--- src/core/pbw_pkg.sv ---
// constants, register map and state type of the push-button wake controller
// assumes a single 250 MHz clock domain and an AHB-Lite register slave
package pbw_pkg;

    localparam int CLK_MHZ = 250;
    localparam int TICK_US = 1000;
    localparam int TICK_CYCLES = TICK_US * CLK_MHZ;
    localparam int PULSE_US = 128;
    localparam int PULSE_CYCLES = PULSE_US * CLK_MHZ;
    localparam int CYCLE_OFF_US = 2000;
    localparam int CYCLE_OFF_CYCLES = CYCLE_OFF_US * CLK_MHZ;

    // timer counts are in ticks; the long-press fields are in units of 16 ticks
    localparam int TIMER_W = 12;
    localparam int LONG_SHIFT = 4;

    localparam logic [7:0] ADDR_CTRL = 8'h00;
    localparam logic [7:0] ADDR_FLAGS = 8'h04;
    localparam logic [7:0] ADDR_IRQ_STATUS = 8'h08;
    localparam logic [7:0] ADDR_IRQ_CLEAR = 8'h0C;
    localparam logic [7:0] ADDR_IRQ_ENABLE = 8'h10;
    localparam logic [7:0] ADDR_POWER = 8'h14;
    localparam logic [7:0] ADDR_STATE = 8'h18;

    localparam int CTRL_FIRST_LSB = 0;
    localparam int CTRL_SECOND_LSB = 8;
    localparam int CTRL_LONG_LSB = 16;
    localparam int CTRL_WARN_LSB = 24;
    localparam int CTRL_ACTION_LSB = 28;
    localparam logic [31:0] CTRL_RESET = 32'h0264_3214;

    localparam int POWER_AUX_BIT = 0;
    localparam int POWER_STORE_BIT = 1;
    localparam logic [1:0] POWER_RESET = 2'h0;

    localparam int EV_FIRST = 0;
    localparam int EV_SECOND = 1;
    localparam int EV_WARN = 2;
    localparam int EV_LONG = 3;
    localparam int EV_WAKE = 4;
    localparam int NUM_FLAGS = 3;
    localparam int NUM_EV = 5;
    localparam logic [NUM_EV-1:0] IRQ_EN_RESET = 5'h07;

    localparam logic [1:0] ACT_PCYCLE = 2'h0;
    localparam logic [1:0] ACT_STORAGE = 2'h1;

    localparam logic [1:0] HTRANS_NONSEQ = 2'h2;

    typedef enum logic [1:0] {
        st_storage,
        st_wake_try,
        st_active,
        st_pcycle
    } pbw_state_t;

endpackage

--- src/core/pbw_press_timer.sv ---
// one button press timer counting ticks while the button is held
// assumes start is a one-cycle pulse on the falling edge of the button
`timescale 1ns/1ps
module pbw_press_timer #(
    parameter int W = 12
) (
    input wire logic sys_clk, // clock
    input wire logic rstn, // async reset, active low
    input wire logic tick, // timebase tick pulse
    input wire logic start, // button falling edge
    input wire logic held, // button is held low
    input wire logic [W-1:0] duration, // programmed duration in ticks
    output logic expired // one-cycle pulse on expiry
);
    logic [W-1:0] count;
    logic [W-1:0] dur_q;
    logic run;
    wire logic [W-1:0] count_inc = count + {{(W-1){1'b0}}, 1'b1};
    wire logic reach = run && tick && (count_inc >= dur_q);

    // the duration is latched at the start so a rewrite mid-press has no effect
    always_ff @(posedge sys_clk or negedge rstn) begin
        if (!rstn) begin
            count <= '0;
            dur_q <= '0;
            run <= 1'b0;
            expired <= 1'b0;
        end else begin
            expired <= 1'b0;
            if (start) begin
                count <= '0;
                dur_q <= duration;
                run <= 1'b1;
            end else if (!held) begin
                count <= '0;
                run <= 1'b0;
            end else if (reach) begin
                run <= 1'b0;
                expired <= 1'b1;
            end else if (run && tick) begin
                count <= count_inc;
            end
        end
    end
endmodule

--- src/core/pbw_int_pulse.sv ---
// stretches a trigger into a fixed-length active-low open-drain interrupt pulse
// assumes the pin is pulled up outside; a retrigger restarts the pulse
`timescale 1ns/1ps
module pbw_int_pulse #(
    parameter int PULSE_CYCLES = 32000
) (
    input wire logic sys_clk, // clock
    input wire logic rstn, // async reset, active low
    input wire logic trigger, // start a pulse
    output logic int_oe_n // pin enable, low while pulling the pin low
);
    localparam int CW = $clog2(PULSE_CYCLES + 1);
    localparam logic [CW-1:0] LAST = CW'(PULSE_CYCLES - 1);

    logic [CW-1:0] count;
    logic active;

    always_ff @(posedge sys_clk or negedge rstn) begin
        if (!rstn) begin
            count <= '0;
            active <= 1'b0;
        end else if (trigger) begin
            count <= '0;
            active <= 1'b1;
        end else if (active) begin
            count <= count + {{(CW-1){1'b0}}, 1'b1};
            active <= (count != LAST);
        end
    end

    assign int_oe_n = ~active;
endmodule

--- src/core/pbw_top.sv ---
// push-button wake controller: press timers, flags, interrupts and rail control
// assumes button and supply detector inputs are synchronous to sys_clk
// and a single AHB-Lite master with whole-word single transfers
//
// Behaviour
// - button wakes, reports presses, long-press actions
// - running timer keeps its old duration
// - first timer: 128 us pulse, flag
// - second timer: second pulse and flag
// - first timer qualifies wake; second only reports
// - press flags clear when host reads them
// - pulse only when flag newly set
// - durations programmable in button control register
// - storage: button falling edge enables digital rail
// - held past first timer: system rail up
// - early release returns to storage mode
// - after wake, suppress until button retoggled
// - valid supply during wake exits storage
// - long-press expiry runs selected action
// - warning interrupt and flag before long expiry
// - masked conditions give no pulse
//
// Chosen here: the register addresses and the AHB-Lite register port.
`timescale 1ns/1ps
module pbw_top #(
    parameter int TICK_CYCLES = pbw_pkg::TICK_CYCLES,
    parameter int PULSE_CYCLES = pbw_pkg::PULSE_CYCLES,
    parameter int CYCLE_OFF_CYCLES = pbw_pkg::CYCLE_OFF_CYCLES
) (
    input wire logic sys_clk, // clock, 250 MHz
    input wire logic rstn, // async reset, active low
    input wire logic hsel, // AHB slave select
    input wire logic [31:0] haddr, // AHB address
    input wire logic [1:0] htrans, // AHB transfer type
    input wire logic hwrite, // AHB write
    input wire logic [2:0] hsize, // AHB size, word only
    input wire logic [31:0] hwdata, // AHB write data
    input wire logic hready, // AHB bus ready
    output logic hreadyout, // AHB slave ready
    output logic [31:0] hrdata, // AHB read data
    output logic hresp, // AHB response, always OKAY
    input wire logic button_input_n, // push button, low when pressed
    input wire logic vin_valid, // input supply above undervoltage
    output logic int_out, // interrupt pin output value
    output logic int_oe_n, // interrupt pin enable, low while driving
    output logic irq, // level interrupt from enabled status
    output logic digital_rail_en, // digital supply rail enable
    output logic system_rail_en, // system rail enable
    output logic aux_rail_en // auxiliary regulator enable
);
    localparam int TW = pbw_pkg::TIMER_W;
    localparam int PW = $clog2(TICK_CYCLES + 1);
    localparam int OW = $clog2(CYCLE_OFF_CYCLES + 1);
    localparam logic [PW-1:0] TICK_LAST = PW'(TICK_CYCLES - 1);
    localparam logic [OW-1:0] OFF_LAST = OW'(CYCLE_OFF_CYCLES - 1);
    localparam int NF = pbw_pkg::NUM_FLAGS;
    localparam int NE = pbw_pkg::NUM_EV;

    generate
        if (TICK_CYCLES < 1 || PULSE_CYCLES < 1 || CYCLE_OFF_CYCLES < 1) begin : g_bad
            $error("pbw_top: cycle counts must be at least one");
        end
    endgenerate

    function automatic logic hit(input logic [31:0] addr, input logic [7:0] off);
        hit = (addr[31:8] == 24'h00_0000) && (addr[7:0] == off);
    endfunction

    // ---------------- register bus ----------------
    logic [31:0] ctrl;
    logic [NF-1:0] flags;
    logic [NE-1:0] irq_status;
    logic [NE-1:0] irq_enable;
    logic aux_en;
    logic wr_pend;
    logic [31:0] wr_addr;
    pbw_pkg::pbw_state_t state;
    logic suppress;

    wire logic take = hsel && hready && (htrans == pbw_pkg::HTRANS_NONSEQ || htrans == 2'h3);
    wire logic rd_take = take && !hwrite;
    wire logic wr_ctrl = wr_pend && hit(wr_addr, pbw_pkg::ADDR_CTRL);
    wire logic wr_clear = wr_pend && hit(wr_addr, pbw_pkg::ADDR_IRQ_CLEAR);
    wire logic wr_enable = wr_pend && hit(wr_addr, pbw_pkg::ADDR_IRQ_ENABLE);
    wire logic wr_power = wr_pend && hit(wr_addr, pbw_pkg::ADDR_POWER);
    wire logic rd_flags = rd_take && hit(haddr, pbw_pkg::ADDR_FLAGS);
    wire logic store_req = wr_power && hwdata[pbw_pkg::POWER_STORE_BIT];

    wire logic [31:0] state_word = {27'h000_0000, suppress, ~button_input_n,
        system_rail_en, digital_rail_en, (state == pbw_pkg::st_storage)};
    wire logic [31:0] rd_mux =
        hit(haddr, pbw_pkg::ADDR_CTRL) ? ctrl :
        hit(haddr, pbw_pkg::ADDR_FLAGS) ? {{(32-NF){1'b0}}, flags} :
        hit(haddr, pbw_pkg::ADDR_IRQ_STATUS) ? {{(32-NE){1'b0}}, irq_status} :
        hit(haddr, pbw_pkg::ADDR_IRQ_ENABLE) ? {{(32-NE){1'b0}}, irq_enable} :
        hit(haddr, pbw_pkg::ADDR_POWER) ? {31'h0000_0000, aux_en} :
        hit(haddr, pbw_pkg::ADDR_STATE) ? state_word : 32'h0000_0000;

    // zero wait states: read data is captured in the address phase
    always_ff @(posedge sys_clk or negedge rstn) begin
        if (!rstn) begin
            wr_pend <= 1'b0;
            wr_addr <= 32'h0000_0000;
            hrdata <= 32'h0000_0000;
        end else begin
            wr_pend <= take && hwrite;
            wr_addr <= haddr;
            hrdata <= rd_take ? rd_mux : 32'h0000_0000;
        end
    end

    always_ff @(posedge sys_clk or negedge rstn) begin
        if (!rstn) begin
            ctrl <= pbw_pkg::CTRL_RESET;
            irq_enable <= pbw_pkg::IRQ_EN_RESET;
            aux_en <= pbw_pkg::POWER_RESET[pbw_pkg::POWER_AUX_BIT];
        end else begin
            if (wr_ctrl) begin
                ctrl <= hwdata;
            end
            if (wr_enable) begin
                irq_enable <= hwdata[NE-1:0];
            end
            if (wr_power) begin
                aux_en <= hwdata[pbw_pkg::POWER_AUX_BIT];
            end
        end
    end

    assign hreadyout = 1'b1;
    assign hresp = 1'b0;

    // ---------------- timebase and button ----------------
    logic [PW-1:0] pre;
    logic tick;
    logic btn_prev;

    always_ff @(posedge sys_clk or negedge rstn) begin
        if (!rstn) begin
            pre <= '0;
            tick <= 1'b0;
            btn_prev <= 1'b1;
        end else begin
            tick <= (pre == TICK_LAST);
            pre <= (pre == TICK_LAST) ? '0 : pre + {{(PW-1){1'b0}}, 1'b1};
            btn_prev <= button_input_n;
        end
    end

    wire logic held = ~button_input_n;
    wire logic press = btn_prev && !button_input_n;

    // ---------------- press timers ----------------
    wire logic [7:0] f_first = ctrl[pbw_pkg::CTRL_FIRST_LSB +: 8];
    wire logic [7:0] f_second = ctrl[pbw_pkg::CTRL_SECOND_LSB +: 8];
    wire logic [7:0] f_long = ctrl[pbw_pkg::CTRL_LONG_LSB +: 8];
    wire logic [3:0] f_warn = ctrl[pbw_pkg::CTRL_WARN_LSB +: 4];
    wire logic [1:0] long_press_action = ctrl[pbw_pkg::CTRL_ACTION_LSB +: 2];

    wire logic [TW-1:0] long_ticks = TW'(f_long) << pbw_pkg::LONG_SHIFT;
    wire logic [TW-1:0] warn_ticks = TW'(f_warn) << pbw_pkg::LONG_SHIFT;
    wire logic [TW-1:0] warn_point = (warn_ticks >= long_ticks) ? TW'(1) : long_ticks - warn_ticks;
    // index order: first, second, warning point, long press
    wire logic [TW-1:0] durs [4] = '{TW'(f_first), TW'(f_second), warn_point, long_ticks};
    logic [3:0] exp;

    genvar gi;
    generate
        for (gi = 0; gi < 4; gi++) begin : g_timer
            pbw_press_timer #(.W(TW)) u_timer (
                .sys_clk(sys_clk),
                .rstn(rstn),
                .tick(tick),
                .start(press),
                .held(held),
                .duration(durs[gi]),
                .expired(exp[gi])
            );
        end
    endgenerate

    // the second timer counts from the press too, so it only reports after the first
    logic first_seen;
    always_ff @(posedge sys_clk or negedge rstn) begin
        if (!rstn) begin
            first_seen <= 1'b0;
        end else if (press || !held) begin
            first_seen <= 1'b0;
        end else if (exp[0]) begin
            first_seen <= 1'b1;
        end
    end

    wire logic report_ok = (state == pbw_pkg::st_active) && !suppress;
    wire logic ev_first = exp[0] && report_ok;
    wire logic ev_second = exp[1] && (first_seen || exp[0]) && report_ok;
    wire logic ev_warn = exp[2] && report_ok;
    wire logic long_hit = exp[3] && report_ok;
    wire logic act_pcycle = long_hit && (long_press_action == pbw_pkg::ACT_PCYCLE);
    wire logic act_store = long_hit && (long_press_action == pbw_pkg::ACT_STORAGE);
    wire logic wake_done = (state == pbw_pkg::st_wake_try) && (exp[0] || vin_valid);
    wire logic [NF-1:0] flag_set = {ev_warn, ev_second, ev_first};

    // ---------------- power state ----------------
    logic [OW-1:0] off_count;
    pbw_pkg::pbw_state_t next_state;

    always_comb begin
        next_state = state;
        unique case (state)
            pbw_pkg::st_storage: begin
                if (press) begin
                    next_state = pbw_pkg::st_wake_try;
                end
            end
            pbw_pkg::st_wake_try: begin
                if (vin_valid) begin
                    next_state = pbw_pkg::st_active;
                end else if (exp[0]) begin
                    next_state = pbw_pkg::st_active;
                end else if (!held) begin
                    next_state = pbw_pkg::st_storage;
                end
            end
            pbw_pkg::st_active: begin
                if (act_pcycle) begin
                    next_state = pbw_pkg::st_pcycle;
                end else if (act_store || store_req) begin
                    next_state = pbw_pkg::st_storage;
                end
            end
            pbw_pkg::st_pcycle: begin
                if (off_count == OFF_LAST) begin
                    next_state = pbw_pkg::st_active;
                end
            end
        endcase
    end

    always_ff @(posedge sys_clk or negedge rstn) begin
        if (!rstn) begin
            state <= pbw_pkg::st_active;
            off_count <= '0;
        end else begin
            state <= next_state;
            off_count <= (state == pbw_pkg::st_pcycle) ? off_count + {{(OW-1){1'b0}}, 1'b1} : '0;
        end
    end

    // a press that completes the wake is not also reported as a short press
    always_ff @(posedge sys_clk or negedge rstn) begin
        if (!rstn) begin
            suppress <= 1'b0;
        end else if (!held) begin
            suppress <= 1'b0;
        end else if (wake_done || state == pbw_pkg::st_pcycle) begin
            suppress <= 1'b1;
        end
    end

    wire logic next_digital = (next_state != pbw_pkg::st_storage);
    wire logic next_system = (next_state == pbw_pkg::st_active);
    always_ff @(posedge sys_clk or negedge rstn) begin
        if (!rstn) begin
            digital_rail_en <= 1'b1;
            system_rail_en <= 1'b1;
            aux_rail_en <= 1'b0;
        end else begin
            digital_rail_en <= next_digital;
            system_rail_en <= next_system;
            aux_rail_en <= next_system && aux_en;
        end
    end

    // ---------------- flags and interrupts ----------------
    // a flag set in the cycle of its clearing read survives the read
    always_ff @(posedge sys_clk or negedge rstn) begin
        if (!rstn) begin
            flags <= '0;
        end else begin
            flags <= (flags & ~{NF{rd_flags}}) | flag_set;
        end
    end

    wire logic [NE-1:0] status_set = {wake_done, long_hit, flag_set};
    always_ff @(posedge sys_clk or negedge rstn) begin
        if (!rstn) begin
            irq_status <= '0;
        end else begin
            irq_status <= (irq_status & ~(wr_clear ? hwdata[NE-1:0] : {NE{1'b0}})) | status_set;
        end
    end

    always_ff @(posedge sys_clk or negedge rstn) begin
        if (!rstn) begin
            irq <= 1'b0;
        end else begin
            irq <= |(irq_status & irq_enable);
        end
    end

    // pulses fire only on a fresh flag and only while that source is unmasked
    wire logic pulse_trig = |(flag_set & ~flags & irq_enable[NF-1:0]);

    pbw_int_pulse #(.PULSE_CYCLES(PULSE_CYCLES)) u_pulse (
        .sys_clk(sys_clk),
        .rstn(rstn),
        .trigger(pulse_trig),
        .int_oe_n(int_oe_n)
    );

    assign int_out = 1'b0;
endmodule

--- config.mk ---
export PLATFORM = sky130hd
export DESIGN_NAME = pbw_top
export DESIGN_NICKNAME = d
export VERILOG_FILES = /design/src/core/pbw_pkg.sv /design/src/core/pbw_press_timer.sv /design/src/core/pbw_int_pulse.sv /design/src/core/pbw_top.sv
export SDC_FILE = /design/constraint.sdc
export NUM_CORES = 1
export LEC_CHECK = 0
export ABC_AREA = 1
export BUFFER_PORTS_ARGS = -buffer_cell sky130_fd_sc_hd__clkbuf_2
export CAP_MARGIN = 20
export CORE_ASPECT_RATIO = 1.2
export CORE_MARGIN = 4
export CORE_UTILIZATION = 31
export CTS_CLUSTER_SIZE = 12
export DETAILED_ROUTE_END_ITERATION = 10
export PLACE_DENSITY = 0.49
export SYNTH_ARGS = -nofsm -noshare
export SYNTH_HDL_FRONTEND = slang
export SYNTH_HIERARCHICAL = 1
export SYNTH_SLANG_ARGS = --single-unit
--- constraint.sdc ---
create_clock -name sys_clk -period 2.6 [get_ports sys_clk]
set_input_delay 0.39 -clock sys_clk [delete_from_list [all_inputs] [get_ports sys_clk]]
set_output_delay 0.39 -clock sys_clk [all_outputs]
set_load 0.05 [all_outputs]
* After elaboration in Yosys (flattened, before gate mapping)
Cells that the tools add are included.
** Storage, ports and cells
- Bits in registers :: 266
- Latch bits :: 0
- Bits in writable memories :: 0
- ROM bits :: 0
- Logic and storage cells :: 223
- Memories kept :: 0
** Cells by class
- Add/subtract/negate cells :: 8
- $mul :: 0
- Divide/modulo/power cells :: 0
- Magnitude comparators :: 5
- Equal/unequal tests :: 22
- Shift operators :: 0
- Mux-type cells :: 67
- Bitwise gates (word level) :: 12
- Reductions and logical operators :: 72
** Operators with widths (number)
- $mux W12 :: 17
- $mux W32 :: 2
- $add A12 B1 Y12 const B :: 4
- $logic_not A24 Y1 :: 2
- $eq A8 B5 Y1 const B :: 5
- $logic_and A1 B1 Y1 :: 39
- $mux W1 :: 30
- $mux W15 :: 2
- $mux W5 :: 6
- $ge A12 B12 Y1 :: 2
- $ge A12 B8 Y1 :: 2
- $reduce_bool A3 Y1 :: 8
- $add A19 B1 Y19 const B :: 1
- $eq A19 B19 Y1 const B :: 1
- $mux W19 :: 1
- $add A18 B1 Y18 const B :: 1
- $eq A18 B18 Y1 const B :: 1
- $mux W18 :: 1
- $eq A8 B4 Y1 const B :: 2
- $logic_not A8 Y1 :: 2
- $add A15 B1 Y15 const B :: 1
- $ne A15 B15 Y1 const B :: 1
- $mux W2 :: 7
- $ge A8 B12 Y1 :: 1
- other kinds (20) :: 47

* Longest topological paths before layout
- Word-level depth :: 10
- Mapped depth :: 18
- Gate-level depth less buffers :: 17

* By module
Netlist, hierarchy kept.
** Modules (own cells, without submodules)
- pbw_top :: times used 1, cells each 816, area an instance 7171.9 um2
- pbw_press_timer :: times used 4, cells each 241, area an instance 1765.4 um2
- pbw_int_pulse :: times used 1, cells each 114, area an instance 862.1 um2

* Worst setup path before layout
OpenSTA, ideal clock, no wires.
- Path type :: flip-flop to flip-flop
- From :: reg state[1]
- To :: reg u_pulse.count[12]
- Setup time :: 0.123 ns
- Arrival time :: 2.337 ns
- Setup slack :: 0.140 ns
- Stages on the path, launching flop included :: 12
- Period minus slack after synthesis :: 2.460 ns
- Cell sequence :: dfstp_2 inv_1 nor3_1 inv_1 nor2_1 inv_1 o311ai_0 nor2_4 nor2_4 nand2_2 nor3b_1 nor2_1
** Between the ends
- Cells in the longest elaborated chain, start to end :: 7
- Elaborated cells between the ends (all ways) :: 10
** RTL lines
- start, declared :: line pbw_top.sv:77 : pbw_pkg::pbw_state_t state;
- start signal, assigned :: line pbw_top.sv:242 : state <= pbw_pkg::st_active;
- start signal, assigned :: line pbw_top.sv:245 : state <= next_state;
- $eq A2 B2 Y1 (*) :: line pbw_top.sv:194 : wire logic report_ok = (state == pbw_pkg::st_active) && !suppress;
- $logic_and A1 B1 Y1 (*) :: line pbw_top.sv:194
- $logic_and A1 B1 Y1, on equally long branches :: line pbw_top.sv:195, pbw_top.sv:196, pbw_top.sv:197
- $and A3 B3 Y3 (*) (2 in series) :: line pbw_top.sv:303 : wire logic pulse_trig = |(flag_set & ~flags & irq_enable[NF-1:0]);
- $reduce_or A3 Y1 (*) :: line pbw_top.sv:303
- via pulse_trig :: line pbw_top.sv:303
- $mux W15 / $reduce_bool A2 Y1 (equally long branches)
- end signal, assigned :: line pbw_int_pulse.sv:26 : count <= count + {{(CW-1){1'b0}}, 1'b1};
- end, declared :: line pbw_int_pulse.sv:15 : logic [CW-1:0] count;
The timed path passes the listed nets; every way through them passes the cells marked *.
A chain may end at the register's enable or synchronous reset.

* Final worst setup path
- From :: reg g_timer[1].u_timer.count[1]
- To :: reg g_timer[1].u_timer.count[2]
** Between the ends
- Cells in the longest elaborated chain, start to end :: 5
- Elaborated cells between the ends (all ways) :: 9
** RTL lines
- start, declared :: line pbw_press_timer.sv:15 : logic [W-1:0] count;
- start signal, assigned :: line pbw_press_timer.sv:41 : count <= count_inc;
- $add A12 B1 Y12 (*) :: line pbw_press_timer.sv:18 : wire logic [W-1:0] count_inc = count + {{(W-1){1'b0}}, 1'b1};
- $ge A12 B8 Y1 / $mux W12 (equally long branches) :: line pbw_press_timer.sv:19, pbw_press_timer.sv:40
- $logic_and A1 B1 Y1 / $mux W12 (equally long branches) :: line pbw_press_timer.sv:19, pbw_press_timer.sv:37
- $ne A3 B3 Y1 (no source line) / $mux W12 (equally long branches)
- $reduce_and A2 Y1 (no source line) / $mux W12 (equally long branches)
Every way passes the cells marked *; elsewhere a longest branch is shown, timed or not. The select of a mux whose other input is x is not followed.

==> results by group <==
Synth
  • Yosys cell types: 46
  • Number of flops mapped to enable cells by yosys: 0
  • Cell types with the largest area share after synthesis: dfrtp_1 43%, nand2_1 13%, inv_1 6.9%, ha_1 4.9%, nand3_1 4.4%
  • Flip-flop and latch count after synthesis: 278
  • Fraction of registers with async set/reset: 100%
  • Top FF cell, synth: dfrtp_1
  • Post-synthesis area per instance: 7.97 um^2
  • Most frequent cells after synthesis: 512 x nand2_1, 278 x inv_1, 262 x dfrtp_1, 176 x nor2_1, 132 x nand3_1
  • Warnings from Yosys: 6
  • Top-count cell post-synth: nand2_1
  • Area of the mapped netlist: 15100 um^2
  • Leading area contributor after synthesis: dfrtp_1
  • Synthesized instance count: 1894
  • Synth top area share: 43.4%
  • Share of synthesized area occupied by flip-flops and latches: 46.2%

Route
  • Routed len/inst: 14.0 um
  • Number of DRC markers in iteration 0: 729
  • First drt pass iteration count: 5
  • Average via count per standard cell: 4.55
  • Count of unresolved DRC violations after routing: 0
  • Total length of routed wires: 38.3 mm
  • Post-route ant nets: 0
  • Via count: 12498

Setup path
  • Worst setup EP type: flop
  • Cell with the biggest individual delay on the critical path: dfrtp_1
  • CP Data Arrival Time: 2.85 ns
  • Element type at the critical path start: flop
  • Delay contributed by the slowest stage of the critical path: 0.40 ns
  • Type of the setup path with the least slack: reg -> reg
  • Worst reg-to-reg path cell count: 15
  • Family with the most delay on the worst path: simple AND/OR/NAND/NOR gates
  • Buf+Inv Stages, Crit Path: 2
  • Worst R2R End: g_timer[1].u_timer/count[2]
  • Register-to-register path setup slack: 0.14 ns
  • Cell chain of the critical path: ha_2 > nand3_2 > nor2_4 > nand4_1 > and2_1 > ha_1 > nand2_2 > inv_1 > nand2_1 > nand3_2 > nor2_4 > nand3_4 > buf_12 > nand3_1 > nand2_1
  • Launching point of the worst reg2reg path: g_timer[1].u_timer/count[1]
  • Crit path required time: 2.99 ns
  • Largest driver fanout on the critical path: 7

Timing
  • Period Utilization, post-route: 94.6%
  • Slew at the pin closest to its max-slew limit: 0.797 ns
  • Count of endpoints failing setup in the final report: 0
  • Min setup slack post-route: 0.139 ns
  • Final number of hold-violating endpoints: 0
  • Final total negative setup slack: 0 ns
  • Post-layout min period: 2.46 ns
  • Final-report max-slew violation count: 0
  • Remaining max-slew budget at the tightest pin: 46.9%
  • Maximum clock rate: 406 MHz
  • Clock tree skew after final layout: 0.0268 ns

Floorplanning
  • Core area: 48100 um^2
  • Die Width: 209 um
  • Initial Util: 31.4%
  • Number of rows in the core area: 88
  • Total Die Area: 52300 um^2
  • Top-level I/O count: 116
  • Y dimension of the die: 250 um

Finish
  • Area Overhead vs Synth: 21.2%
  • Ratio of cells with drive above 1 in the final layout: 18.2%
  • Total Nets Final: 2228
  • Filler cell count in the final layout: 4929
  • Core utilization of the finished layout: 38.0%
  • Diodes inserted: 0

GRT
  • Total global-route track usage: 14.6%
  • Total congestion overflow: 0
  • Pin count of the biggest net entering global routing: 65
  • Wire length of the first global-routing pass: 64.0 mm
  • Initial antenna violation count: 0
  • Number of global-route vias before repair: 12500

Clocking
  • Buffer cell driving the clock tree root: clkbuf_16
  • CTS H-Tree Depth: 2
  • Insertion delay to the later sink of the worst-skew pair: 0.53 ns
  • Clock-pin slew of the registers on the worst-case setup and hold paths: 0.06 ns
  • Number of buffers created by CTS: 34
  • CTS tree: done
  • CTS Sinks: 278
  • Clock Path Buffers: 3

Place
  • Input/output buffers: 108
  • HPWL after DPL: 27.1 mm
  • Worst Setup Slack post-DPL: 0.0913 ns
  • Placer congestion estimate: 0.825

Flow run
  • Number of violations of the max-capacitance limit: 0

Worst hold path
  • Worst hold path endpoint: wr_addr[3]
  • Type of the worst min-delay path: in -> reg
  • Hold Path Stages: 1
  • Worst min-delay path startpoint: haddr[3]

Pwr
  • Max IR drop VDD: 0.304 mV
  • P per Cell Area: 578 nW/um^2
  • Leakage Power: 9.30 nW

Run status
  • Run status: complete, no violations
-- worst max-delay path by stage --
stage | from | endpoint | cells past startpoint
after detailed placement | g_timer[3].u_timer/count[1] | g_timer[3].u_timer/count[4] | 15
after CTS | g_timer[3].u_timer/count[1] | g_timer[3].u_timer/count[9] | 15
final | g_timer[1].u_timer/count[1] | g_timer[1].u_timer/count[2] | 15
after global placement | g_timer[2].u_timer/count[1] | g_timer[2].u_timer/count[1] | 15
after global routing | g_timer[1].u_timer/count[1] | g_timer[1].u_timer/count[2] | 15
after floorplan | state[1] | u_pulse/count[12] | 11
-- repair_timing --
action | in CTS | in global routing
endpoints found under the setup margin | 0 | 52
gates resized for setup | 0 | 46
hold buffers | 31 | 0
setup buffers | 0 | 12
endpoints found under the hold margin | 77 | 0
-- state kept, by name, summed over array words and instances (netlist names), 2 cells and up --
name	cells
irq_enable	5
wr_addr	32
state	2
irq_status	5
hrdata	32
g_timer.u_timer/run	4
off_count	19
ctrl	32
g_timer.u_timer/dur_q	48
flags	3
u_pulse/count	15
g_timer.u_timer/count	48
pre	18
g_timer.u_timer/expired	4
-- where the power goes --
part           switching, mW  internal, mW
logic                  0.772         0.392
clock network           1.87          2.89
registers              0.113          4.53
-- metrics by stage --
step | hold slack, ns | total power, mW | std cells | area [um^2]
floorplan | 0.0944 | 5.38 | 1910 | 15200
global placement | 0.352 | 5.80 | 2639 | 16500
detailed placement | 0.358 | 5.82 | 2639 | 16500
CTS | 0.0175 | 10.7 | 2730 | 17900
global route | 0.0267 | 11.1 | 2746 | 18300
finish | 0.0469 | 10.6 | 2746 | 18300
-- kinds of logic (layout without fill, tap and decap cells) --
family / Yosys count / after routing / synth area share [%]
simple gates: 1033 / 1037 / 31.9
fa+ha+maj: 60 / 60 / 5.02
buf+inv: 331 / 533 / 9.21
flops: 278 / 278 / 46.2
compound gates: 170 / 170 / 6.41
other cells: 2 / 18 / 0.0497
xor+xnor: 20 / 20 / 1.16
-- worst reg2reg max path: stages, from the launching register on --
cell	delay (ns)
dfrtp_1	0.40
ha_2	0.21
nand3_2	0.09
nor2_4	0.16
nand4_1	0.11
and2_1	0.17
ha_1	0.28
nand2_2	0.08
inv_1	0.04
nand2_1	0.07
nand3_2	0.09
nor2_4	0.17
nand3_4	0.16
buf_12	0.18
nand3_1	0.06
nand2_1	0.06
-- metal layers --
layer | vias up | track usage [%] | share of wire, %
met2 | 199 | 24.1 | 47
met4 | 0 | 4.74 | 3.0
li1 | 6390 | - | -
met1 | 5843 | 19.6 | 46
met3 | 66 | 2.41 | 4.0
met5 | - | 0 | 0
-- placed cells by master, fill, tap and decap left out, drive strengths merged --
cell type,count
o31ai,2
nand3,150
and2,9
nor3b,5
fa,1
a211oi,1
bufinv,2
a311oi,1
o211a,1
conb,18
nor4,8
buf,50
nand4,44
nor2,219
nor3,65
dlygate4sd3,31
dfstp,16
a31oi,3
clkinv,8
a221oi,1
clkbuf,156
dfrtp,262
xor2,20
o311ai,1
or2,4
o21bai,10
o21a,1
ha,59
inv,285
nand2,533
o21ai,113
a21oi,36
clkinvlp,1
-- final cells by class --
type / count / area, um^2 / area share [%]
Multi-Input combinational cell: 1305 / 7030 / 38.5
Sequential cell: 278 / 6980 / 38.2
Timing Repair Buffer: 188 / 1290 / 7.08
Inverter: 285 / 1070 / 5.85
Clock buffer: 49 / 1010 / 5.51
Tap cell: 630 / 788 / 4.31
Clock inverter: 11 / 111 / 0.609
Note: power is estimated with default switching activity, not from simulation.
